### src/ica_pkg.sv
package ica_pkg;
    // slot geometry
    localparam int          SLOT_CNT     = 4;
    localparam int          SLOT_W       = 2;
    // register indices, byte address is four times the index
    localparam logic [13:0] PAT_IDX      = 14'h010D;
    localparam logic [13:0] CFG_IDX      = 14'h010E;
    localparam logic [13:0] OFS_IDX      = 14'h010F;
    localparam logic [13:0] SLOT_STRIDE  = 14'h0020;
    localparam logic [13:0] RES1_IDX     = 14'h00F0;
    localparam logic [13:0] RES2_IDX     = 14'h00F1;
    localparam logic [13:0] STAT_IDX     = 14'h00F2;
    // pattern register fields
    localparam int          PAT_W        = 4;
    localparam int          FLIP_LSB     = 0;
    localparam int          NEG_LSB      = 4;
    localparam logic [7:0]  PAT_RST      = 8'h00;
    // slot configuration fields
    localparam int          CNT_LSB      = 0;
    localparam int          CNT_W        = 8;
    localparam int          BIAS_BIT     = 8;
    localparam int          FLOAT_BIT    = 9;
    localparam int          SHIFT_LSB    = 10;
    localparam int          SHIFT_W      = 5;
    localparam logic [15:0] CFG_RST      = 16'h0000;
    // converter offset fields
    localparam int          OFS1_LSB     = 0;
    localparam int          OFS2_LSB     = 16;
    localparam int          OFS_W        = 14;
    localparam logic [31:0] OFS_MASK     = 32'h3FFF_3FFF;
    localparam logic [31:0] OFS_RST      = 32'h0000_0000;
    // status fields
    localparam int          STAT_SLOT_LSB = 8;
    localparam int          STAT_BUSY_BIT = 16;
    // datapath
    localparam int          CONV_W       = 14;
    localparam int          ACC_W        = 32;
    localparam logic [31:0] MIDSCALE_BIAS = 32'h0000_0800;
    // bus answers
    localparam logic [1:0]  RESP_OKAY    = 2'h0;
    localparam logic [1:0]  RESP_SLVERR  = 2'h2;
endpackage

### src/ica_chan_acc.sv
`timescale 1ns/1ps
// one converter channel: signed pulse summing, shift and bias
module ica_chan_acc (
    input  wire logic                                clk_i,
    input  wire logic                                rst_n_i,
    input  wire logic                                clear_i,
    input  wire logic                                add_i,
    input  wire logic                                negate_i,
    input  wire logic [ica_pkg::CONV_W-1:0]          conv_i,
    input  wire logic [ica_pkg::OFS_W-1:0]           offset_i,
    input  wire logic                                finish_i,
    input  wire logic                                bias_en_i,
    input  wire logic [ica_pkg::SHIFT_W-1:0]         shift_i,
    output logic      [ica_pkg::ACC_W-1:0]           result_o
);
    logic signed [ica_pkg::ACC_W-1:0] acc_ff;
    logic signed [ica_pkg::ACC_W-1:0] nxt_acc;
    logic        [ica_pkg::ACC_W-1:0] result_ff;
    logic        [ica_pkg::ACC_W-1:0] nxt_result;
    logic signed [ica_pkg::ACC_W-1:0] term;
    logic signed [ica_pkg::ACC_W-1:0] shifted;

    // per-pulse term: unsigned code plus signed offset
    assign term = $signed({{(ica_pkg::ACC_W-ica_pkg::CONV_W){1'b0}}, conv_i})
                + $signed({{(ica_pkg::ACC_W-ica_pkg::OFS_W){offset_i[ica_pkg::OFS_W-1]}}, offset_i});
    assign shifted = acc_ff >>> shift_i; // keeps the upper bits, sign preserved

    // accumulate, clear wins since a new sample starts from zero
    always_comb begin
        nxt_acc    = acc_ff;
        nxt_result = result_ff;
        if (clear_i) begin
            nxt_acc = '0;
        end else if (add_i) begin
            nxt_acc = negate_i ? acc_ff - term : acc_ff + term;
        end
        if (finish_i) begin
            // bias after the shift so it stays 2048 codes at the output
            nxt_result = bias_en_i ? 32'(shifted) + ica_pkg::MIDSCALE_BIAS : 32'(shifted);
        end
    end

    always_ff @(posedge clk_i) begin
        if (!rst_n_i) begin
            acc_ff    <= '0;
            result_ff <= '0;
        end else begin
            acc_ff    <= nxt_acc;
            result_ff <= nxt_result;
        end
    end

    assign result_o = result_ff;
endmodule

### src/ica_chop_acc.sv
`timescale 1ns/1ps
// Functional notes
// - negate pattern bits subtract matching pulse positions
// - reverse pattern swaps integrator phase per position
// - both patterns repeat every four pulses
// - negate-marked pulses subtracted, others added, whatever the reverse bit
// - pattern 0xA flips and subtracts pulses two, four
// - bias enable adds 2048 codes to result
// - pattern at 0x010D, next slot plus 0x020
// - float mode bypasses the bandpass filter stage
// - float mode integrates charge in negative phase
// - output sums converter results over repeat count
// - accumulated value right-shifted before output
module ica_chop_acc (
    input  wire logic                          clk_i,
    input  wire logic                          rst_n_i,
    input  wire logic [15:0]                   s_axi_awaddr_i,
    input  wire logic                          s_axi_awvalid_i,
    output logic                               s_axi_awready_o,
    input  wire logic [31:0]                   s_axi_wdata_i,
    input  wire logic [3:0]                    s_axi_wstrb_i,
    input  wire logic                          s_axi_wvalid_i,
    output logic                               s_axi_wready_o,
    output logic [1:0]                         s_axi_bresp_o,
    output logic                               s_axi_bvalid_o,
    input  wire logic                          s_axi_bready_i,
    input  wire logic [15:0]                   s_axi_araddr_i,
    input  wire logic                          s_axi_arvalid_i,
    output logic                               s_axi_arready_o,
    output logic [31:0]                        s_axi_rdata_o,
    output logic [1:0]                         s_axi_rresp_o,
    output logic                               s_axi_rvalid_o,
    input  wire logic                          s_axi_rready_i,
    input  wire logic                          sample_start_i,
    input  wire logic [ica_pkg::SLOT_W-1:0]    sample_slot_i,
    input  wire logic                          conv_valid_i,
    input  wire logic [ica_pkg::CONV_W-1:0]    conv_ch1_i,
    input  wire logic [ica_pkg::CONV_W-1:0]    conv_ch2_i,
    output logic                               integ_phase_flip_o,
    output logic                               bpf_bypass_o,
    output logic                               float_neg_capture_o,
    output logic                               busy_o,
    output logic                               result_valid_o,
    output logic [ica_pkg::SLOT_W-1:0]         result_slot_o,
    output logic [ica_pkg::ACC_W-1:0]          result_ch1_o,
    output logic [ica_pkg::ACC_W-1:0]          result_ch2_o
);
    typedef enum logic [1:0] {ICA_IDLE, ICA_ACCUM, ICA_FINISH} ica_state_t;

    // register file
    logic [7:0]                     pat_ff [ica_pkg::SLOT_CNT];
    logic [7:0]                     nxt_pat [ica_pkg::SLOT_CNT];
    logic [15:0]                    cfg_ff [ica_pkg::SLOT_CNT];
    logic [15:0]                    nxt_cfg [ica_pkg::SLOT_CNT];
    logic [31:0]                    ofs_ff [ica_pkg::SLOT_CNT];
    logic [31:0]                    nxt_ofs [ica_pkg::SLOT_CNT];
    // bus handshake
    logic                           awready_ff, nxt_awready;
    logic                           wready_ff, nxt_wready;
    logic                           bvalid_ff, nxt_bvalid;
    logic [1:0]                     bresp_ff, nxt_bresp;
    logic                           arready_ff, nxt_arready;
    logic                           rvalid_ff, nxt_rvalid;
    logic [1:0]                     rresp_ff, nxt_rresp;
    logic [31:0]                    rdata_ff, nxt_rdata;
    logic                           wr_fire, rd_fire;
    logic [13:0]                    wr_idx, rd_idx;
    // sequencer
    ica_state_t                     state_ff, nxt_state;
    logic [ica_pkg::SLOT_W-1:0]     slot_ff, nxt_slot;
    logic [1:0]                     pos_ff, nxt_pos;
    logic [ica_pkg::CNT_W-1:0]      taken_ff, nxt_taken;
    logic                           flip_ff, nxt_flip;
    logic                           bypass_ff, nxt_bypass;
    logic                           done_ff, nxt_done, busy_ff, nxt_busy;
    logic                           start_ok, take, last;
    logic [ica_pkg::CNT_W-1:0]      count;
    logic                           negate;
    logic [15:0]                    cur_cfg;
    logic [31:0]                    cur_ofs;

    assign wr_fire = awready_ff && s_axi_awvalid_i && s_axi_wvalid_i;
    assign rd_fire = arready_ff && s_axi_arvalid_i;
    assign wr_idx  = s_axi_awaddr_i[15:2];
    assign rd_idx  = s_axi_araddr_i[15:2];

    // merge written byte lanes into an old value
    function automatic logic [31:0] ica_merge(input logic [31:0] old, input logic [31:0] wd,
                                              input logic [3:0] strb);
        logic [31:0] res;
        res = old;
        for (int b = 0; b < 4; b++) begin
            if (strb[b]) begin
                res[8*b +: 8] = wd[8*b +: 8];
            end
        end
        return res;
    endfunction

    // write channel: address and data taken together, answer after both
    always_comb begin
        logic hit;
        hit         = 1'b0;
        nxt_pat     = pat_ff;
        nxt_cfg     = cfg_ff;
        nxt_ofs     = ofs_ff;
        nxt_awready = !awready_ff && !bvalid_ff && s_axi_awvalid_i && s_axi_wvalid_i;
        nxt_wready  = nxt_awready;
        nxt_bvalid  = bvalid_ff && !s_axi_bready_i;
        nxt_bresp   = bresp_ff;
        if (wr_fire) begin
            for (int s = 0; s < ica_pkg::SLOT_CNT; s++) begin
                if (wr_idx == ica_pkg::PAT_IDX + 14'(ica_pkg::SLOT_STRIDE * s)) begin
                    nxt_pat[s] = 8'(ica_merge({24'h0, pat_ff[s]}, s_axi_wdata_i, s_axi_wstrb_i));
                    hit        = 1'b1;
                end
                if (wr_idx == ica_pkg::CFG_IDX + 14'(ica_pkg::SLOT_STRIDE * s)) begin
                    nxt_cfg[s] = 16'(ica_merge({16'h0, cfg_ff[s]}, s_axi_wdata_i, s_axi_wstrb_i));
                    hit        = 1'b1;
                end
                if (wr_idx == ica_pkg::OFS_IDX + 14'(ica_pkg::SLOT_STRIDE * s)) begin
                    nxt_ofs[s] = ica_merge(ofs_ff[s], s_axi_wdata_i, s_axi_wstrb_i) & ica_pkg::OFS_MASK;
                    hit        = 1'b1;
                end
            end
            nxt_bvalid = 1'b1;
            nxt_bresp  = hit ? ica_pkg::RESP_OKAY : ica_pkg::RESP_SLVERR;
        end
    end

    always_ff @(posedge clk_i) begin
        if (!rst_n_i) begin
            for (int s = 0; s < ica_pkg::SLOT_CNT; s++) begin
                pat_ff[s] <= ica_pkg::PAT_RST;
                cfg_ff[s] <= ica_pkg::CFG_RST;
                ofs_ff[s] <= ica_pkg::OFS_RST;
            end
            awready_ff <= 1'b0;
            wready_ff  <= 1'b0;
            bvalid_ff  <= 1'b0;
            bresp_ff   <= ica_pkg::RESP_OKAY;
        end else begin
            pat_ff     <= nxt_pat;
            cfg_ff     <= nxt_cfg;
            ofs_ff     <= nxt_ofs;
            awready_ff <= nxt_awready;
            wready_ff  <= nxt_wready;
            bvalid_ff  <= nxt_bvalid;
            bresp_ff   <= nxt_bresp;
        end
    end

    // read channel: one cycle of arready, data one edge later
    always_comb begin
        logic hit;
        hit         = 1'b0;
        nxt_arready = !arready_ff && !rvalid_ff && s_axi_arvalid_i;
        nxt_rvalid  = rvalid_ff && !s_axi_rready_i;
        nxt_rdata   = rdata_ff;
        nxt_rresp   = rresp_ff;
        if (rd_fire) begin
            nxt_rdata = 32'h0000_0000;
            for (int s = 0; s < ica_pkg::SLOT_CNT; s++) begin
                if (rd_idx == ica_pkg::PAT_IDX + 14'(ica_pkg::SLOT_STRIDE * s)) begin
                    nxt_rdata = {24'h0, pat_ff[s]};
                    hit       = 1'b1;
                end
                if (rd_idx == ica_pkg::CFG_IDX + 14'(ica_pkg::SLOT_STRIDE * s)) begin
                    nxt_rdata = {16'h0, cfg_ff[s]};
                    hit       = 1'b1;
                end
                if (rd_idx == ica_pkg::OFS_IDX + 14'(ica_pkg::SLOT_STRIDE * s)) begin
                    nxt_rdata = ofs_ff[s];
                    hit       = 1'b1;
                end
            end
            if (rd_idx == ica_pkg::RES1_IDX) begin
                nxt_rdata = result_ch1_o;
                hit       = 1'b1;
            end
            if (rd_idx == ica_pkg::RES2_IDX) begin
                nxt_rdata = result_ch2_o;
                hit       = 1'b1;
            end
            if (rd_idx == ica_pkg::STAT_IDX) begin
                nxt_rdata = 32'h0000_0000;
                nxt_rdata[ica_pkg::CNT_W-1:0]                              = taken_ff;
                nxt_rdata[ica_pkg::STAT_SLOT_LSB +: ica_pkg::SLOT_W]       = slot_ff;
                nxt_rdata[ica_pkg::STAT_BUSY_BIT]                          = state_ff != ICA_IDLE;
                hit       = 1'b1;
            end
            nxt_rvalid = 1'b1;
            nxt_rresp  = hit ? ica_pkg::RESP_OKAY : ica_pkg::RESP_SLVERR;
        end
    end

    always_ff @(posedge clk_i) begin
        if (!rst_n_i) begin
            arready_ff <= 1'b0;
            rvalid_ff  <= 1'b0;
            rdata_ff   <= 32'h0000_0000;
            rresp_ff   <= ica_pkg::RESP_OKAY;
        end else begin
            arready_ff <= nxt_arready;
            rvalid_ff  <= nxt_rvalid;
            rdata_ff   <= nxt_rdata;
            rresp_ff   <= nxt_rresp;
        end
    end

    // active slot settings; config is read live, so rewrite it only between samples
    assign cur_cfg  = cfg_ff[slot_ff];
    assign cur_ofs  = ofs_ff[slot_ff];
    assign count    = cur_cfg[ica_pkg::CNT_LSB +: ica_pkg::CNT_W];
    assign start_ok = sample_start_i && state_ff == ICA_IDLE;
    assign take     = conv_valid_i && state_ff == ICA_ACCUM;
    assign last     = 8'(taken_ff + 8'h01) == count;
    assign negate   = pat_ff[slot_ff][ica_pkg::NEG_LSB + 32'(pos_ff)];

    // pulse sequencer
    always_comb begin
        logic [15:0] ncfg;
        ncfg      = cfg_ff[slot_ff];
        nxt_state = state_ff;
        nxt_slot  = slot_ff;
        nxt_pos   = pos_ff;
        nxt_taken = taken_ff;
        nxt_done  = 1'b0;
        unique case (state_ff)
            ICA_IDLE: begin
                if (sample_start_i) begin
                    nxt_slot  = sample_slot_i;
                    nxt_pos   = 2'h0;
                    nxt_taken = 8'h00;
                    ncfg      = cfg_ff[sample_slot_i];
                    // zero pulses still gives a (bias only) result
                    nxt_state = (ncfg[ica_pkg::CNT_LSB +: ica_pkg::CNT_W] == 8'h00) ? ICA_FINISH : ICA_ACCUM;
                end
            end
            ICA_ACCUM: begin
                if (take) begin
                    nxt_pos   = 2'(pos_ff + 2'h1);
                    nxt_taken = 8'(taken_ff + 8'h01);
                    if (last) begin
                        nxt_state = ICA_FINISH;
                    end
                end
            end
            ICA_FINISH: begin
                nxt_done  = 1'b1;
                nxt_state = ICA_IDLE;
            end
            default: nxt_state = ICA_IDLE;
        endcase
        ncfg       = cfg_ff[nxt_slot];
        // flip bit follows the pulse about to be integrated
        nxt_flip   = (nxt_state == ICA_ACCUM) && pat_ff[nxt_slot][ica_pkg::FLIP_LSB + 32'(nxt_pos)];
        nxt_bypass = ncfg[ica_pkg::FLOAT_BIT];
        nxt_busy   = nxt_state != ICA_IDLE; // registered so the pin has no decode glitch
    end

    always_ff @(posedge clk_i) begin
        if (!rst_n_i) begin
            state_ff  <= ICA_IDLE;
            slot_ff   <= '0;
            pos_ff    <= 2'h0;
            taken_ff  <= 8'h00;
            flip_ff   <= 1'b0;
            bypass_ff <= 1'b0;
            done_ff   <= 1'b0;
            busy_ff   <= 1'b0;
        end else begin
            state_ff  <= nxt_state;
            slot_ff   <= nxt_slot;
            pos_ff    <= nxt_pos;
            taken_ff  <= nxt_taken;
            flip_ff   <= nxt_flip;
            bypass_ff <= nxt_bypass;
            done_ff   <= nxt_done;
            busy_ff   <= nxt_busy;
        end
    end

    // two identical channels share the sequencing
    ica_chan_acc u_ch1 (
        .clk_i     (clk_i),
        .rst_n_i   (rst_n_i),
        .clear_i   (start_ok),
        .add_i     (take),
        .negate_i  (negate),
        .conv_i    (conv_ch1_i),
        .offset_i  (cur_ofs[ica_pkg::OFS1_LSB +: ica_pkg::OFS_W]),
        .finish_i  (state_ff == ICA_FINISH),
        .bias_en_i (cur_cfg[ica_pkg::BIAS_BIT]),
        .shift_i   (cur_cfg[ica_pkg::SHIFT_LSB +: ica_pkg::SHIFT_W]),
        .result_o  (result_ch1_o)
    );
    ica_chan_acc u_ch2 (
        .clk_i     (clk_i),
        .rst_n_i   (rst_n_i),
        .clear_i   (start_ok),
        .add_i     (take),
        .negate_i  (negate),
        .conv_i    (conv_ch2_i),
        .offset_i  (cur_ofs[ica_pkg::OFS2_LSB +: ica_pkg::OFS_W]),
        .finish_i  (state_ff == ICA_FINISH),
        .bias_en_i (cur_cfg[ica_pkg::BIAS_BIT]),
        .shift_i   (cur_cfg[ica_pkg::SHIFT_LSB +: ica_pkg::SHIFT_W]),
        .result_o  (result_ch2_o)
    );

    // outputs straight from flops
    assign s_axi_awready_o     = awready_ff;
    assign s_axi_wready_o      = wready_ff;
    assign s_axi_bvalid_o      = bvalid_ff;
    assign s_axi_bresp_o       = bresp_ff;
    assign s_axi_arready_o     = arready_ff;
    assign s_axi_rvalid_o      = rvalid_ff;
    assign s_axi_rresp_o       = rresp_ff;
    assign s_axi_rdata_o       = rdata_ff;
    assign integ_phase_flip_o  = flip_ff;
    assign bpf_bypass_o        = bypass_ff;
    assign float_neg_capture_o = bypass_ff;
    assign busy_o              = busy_ff;
    assign result_valid_o      = done_ff;
    assign result_slot_o       = slot_ff;
endmodule

### config.mk
export PLATFORM = sky130hd
export DESIGN_NAME = ica_chop_acc
export DESIGN_NICKNAME = d
export VERILOG_FILES = /design/src/ica_pkg.sv /design/src/ica_chan_acc.sv /design/src/ica_chop_acc.sv
export SDC_FILE = /design/constraint.sdc
export NUM_CORES = 1
export LEC_CHECK = 0
export BUFFER_PORTS_ARGS = -buffer_cell sky130_fd_sc_hd__buf_2
export CORE_MARGIN = 4
export CORE_UTILIZATION = 25
export DETAILED_ROUTE_END_ITERATION = 8
export PLACE_DENSITY_LB_ADDON = 0.1
export SYNTH_ARGS = -nofsm -noshare
export SYNTH_HDL_FRONTEND = slang
export SYNTH_SLANG_ARGS = --single-unit
### constraint.sdc
create_clock -name clk_i -period 16.9 [get_ports clk_i]
set_input_delay 0.845 -clock clk_i [delete_from_list [all_inputs] [get_ports clk_i]]
set_output_delay 0.845 -clock clk_i [all_outputs]
set_load 0.02 [all_outputs]
==> run_results.csv <==
group,metric,value,unit
run_status,status,"finished clean",
floorplanning,pin_count,219,
floorplanning,start_util,25.3,%
drt,drc,0,
sta,hold_slack,0.442,ns
synthesis,synth_top_area_cell,"dfxtp_1",
synthesis,syn_inst,3512,
clocking,cts-resized-gates,0,
global_route,grt.overflow.total,0,
synthesis,synth_area_per_cell,7.72,um^2
clocking,clkTransAtPathRegs,0.06,ns
synthesis,yosys_warnings,0,
global_route,grt_pass1_wl,186000,um
drt,postRouteAntennaNets,0,
global_route,grt_max_degree,171,
finish,ff_latch_area,7850,um^2
power,p_sw,0.644,mW
sta,relSlewSlack,27.0,%
flow_run,maxCapViolCount,0,
clocking,cts_max_path_buffers,3,
finish,multi_input_area,18200,um^2
floorplanning,row_count,120,
sta,min_period_over_period,46.3,%
sta,final_max_slew_viol_count,0,
worst_setup_path,critPathCaptureType,"flop",
finish,area_delta_synth_final,15.9,%
drt,vias,27157,
finish,drive_gt1_share,13.7,%
finish,final_common_cell,"nand2_1",
synthesis,synth_seq_cells,392,
synthesis,synth_edf_count,0,
clocking,post_cts_buffers,0,
drt,wl_per_cell,25.4,um
worst_setup_path,worstPathRequired,17.42,ns
hold_path,hold_class,"primary input to flop",
floorplanning,core_area,107000,um^2
finish,finalInstanceArea,31400,um^2
worst_setup_path,cp.arrival,8.34,ns
worst_setup_path,reg2reg_slack,9.07,ns
clocking,htree_num_levels,2,
power,p_comb_share,8.2,%
sta,fin_crit,7.83,ns
worst_setup_path,critPathKind,"flop to flop",
synthesis,yosysSeqAreaShare,28.9,%
clocking,clock_latency,0.65,ns
worst_setup_path,cp-start-kind,"flop",
power,intPower,1.81,mW
global_route,grt_antenna_before_repair,7,
placement,io_buffers,210,
drt,via_per_inst,5.37,
clocking,cts_hold_buffers,0,
sta,skew,0.0314,ns
synthesis,async_flop_share,0,%
placement,hpwlAfterDp,95400,um
floorplanning,die_area,114000,um^2
sta,rsz0062_at_grt,"false",
synthesis,synth_area_leaders,"dfxtp_1 (29%), nand2_1 (10%), a21oi_1 (8.4%)",
finish,nNetsFinal,3818,
placement,routabilityCongestion,0.913,
drt,drt_pass1_iterations,7,
synthesis,synth_top_area_share,28.9,%
finish,fin_util,29.3,%
sta,worstMarginPinSlew,1.09,ns
sta,setup_viol_count_final,0,
sta,fmax,0.128,GHz
finish,fill_cells,11678,
clocking,root_buffer,"clkbuf_16",
synthesis,syn_area,27100,um^2
global_route,grtUsageTotal,22.0,%
sta,tns,0,ns
power,peakVddDrop,0.0750,mV
sta,report.final.hold_viol_count,0,
floorplanning,fp.dieH,337,um
finish,final_cell_mix,"nand2_1 (747), a21oi_1 (453), dfxtp_1 (390)",
synthesis,synth_cell_type_count,98,
global_route,grt_pass1_vias,26043,
placement,place_area,29500,um^2
clocking,cts_buffers,53,
clocking,cts.sinks,392,
power,p_leak,11.3,nW
power,power.share.sequential,39.1,%
worst_setup_path,critPathMaxFanout,31,
power,swShare,26.3,%
clocking,cts_tree,"built",
power,p_clk_share,52.7,%
drt,first_iter_violations,2654,
power,p_per_area,77.9,nW/um^2
floorplanning,die_w,337,um
synthesis,synthFlopType,"dfxtp_1",
drt,totalWireLength,129000,um
## area by class of cell
| type | count | share of cell area (%) |
|---|---|---|
| Antenna cell | 2 | 0.0159 |
| Clock buffer | 76 | 4.81 |
| Clock inverter | 20 | 1.46 |
| Inverter | 59 | 0.728 |
| Multi-Input combinational cell | 2843 | 57.9 |
| Sequential cell | 392 | 25.0 |
| Tap cell | 1403 | 5.58 |
| Timing Repair Buffer | 259 | 4.55 |
## power by group through the flow
stage          logic [mW]  registers (mW)  clock network [mW]
2_1_floorplan       0.109           0.977                   0
3_3_place_gp        0.201           0.979                   0
3_5_place_dp        0.201           0.979                   0
4_1_cts             0.201           0.958                1.33
5_1_grt             0.217           0.960                1.36
6_report            0.200           0.959                1.29
## registers in the layout, indices dropped and copies added (netlist names), 2 cells and up
name / cells
ofs_ff: 112
cfg_ff: 64
pat_ff: 32
s_axi_rdata_o: 32
u_ch1.acc_ff: 32
u_ch1.result_o: 32
u_ch2.acc_ff: 32
u_ch2.result_o: 32
taken_ff: 8
pos_ff: 2
result_slot_o: 2
state_ff: 2
## Yosys cell counts (all sizes together), types with 9 or more instances
library cell    n
nand2         748
a21oi         453
dfxtp         392
nor2          247
clkbuf        166
mux2i         153
o21ai         131
ha             99
nand3          84
xnor2          81
a211oi         70
mux4           62
nor3           61
inv            58
buf            53
mux2           50
xor2           46
a221oi         42
a21o           37
a31oi          37
a22oi          27
o211ai         27
and2           26
and3           24
nand2b         24
nor2b          24
o21a           22
a222oi         21
nand4          21
nor4           19
o22ai          16
or3            15
a22o           12
a311oi         10
nand3b         10
o21bai          9
or2             9
## per-stage QoR
stage	power, mW	std cells	worst slack (ns)
after floorplan	1.09	3513	9.08
after global placement	1.18	4956	9.11
after detailed placement	1.18	4956	9.18
after CTS	2.49	5052	9.13
after global routing	2.54	5052	8.55
final	2.45	5054	9.07
## cells by family (layout without fill, tap and decap cells)
logic type / count (synthesis) / count (layout) / share of synthesized area [%]
other cells: 1 / 4 / 0.0138
flops: 392 / 392 / 28.9
compound gates: 1003 / 1003 / 23.2
fa+ha+maj: 103 / 103 / 4.86
buf+inv: 278 / 414 / 4.32
mux: 265 / 265 / 12.9
simple gates: 1343 / 1343 / 21.7
xor+xnor: 127 / 127 / 4.10
## worst paths after layout
path | from | endpoint | cells past startpoint
worst min register to register | s_axi_bvalid_o | s_axi_wready_o | 1
worst max register to register | result_slot_o[0] | u_ch2.acc_ff[30] | 25
worst min-delay path | s_axi_arvalid_i | s_axi_arready_o | 3
worst max-delay path | result_slot_o[0] | u_ch2.acc_ff[30] | 25
## critical path: stages, from the launching register on
cell and delay, ns:
dfxtp_4 0.82, mux4_2 0.64, ha_1 0.23, fa_1 0.41, a21o_1 0.18, a21oi_1 0.25
o21bai_1 0.10, a21o_1 0.22, a21oi_1 0.29, a21oi_1 0.09, xnor2_1 0.22, nor3b_1 0.61
nand4_1 0.70, ha_1 0.53, nor2_1 0.11, nor2_1 0.07, ha_1 0.36, a21o_1 0.21
a21oi_1 0.20, o21ai_0 0.10, a21oi_1 0.16, o31a_1 0.24, o211ai_1 0.19, a221oi_1 0.37
mux2i_1 0.25, a21oi_1 0.08
## routing by layer
metal	wire length [um]	part of all wire (%)	global-route usage, %	vias to the layer above
met4	4780	3.7	7.74	2
met5	11	0.0086	0	-
met2	59000	46	35.5	799
met1	58300	45	30.2	13240
li1	-	-	-	12939
met3	6510	5.1	2.88	177
No activity file was read; power rests on OpenSTA's default activity.
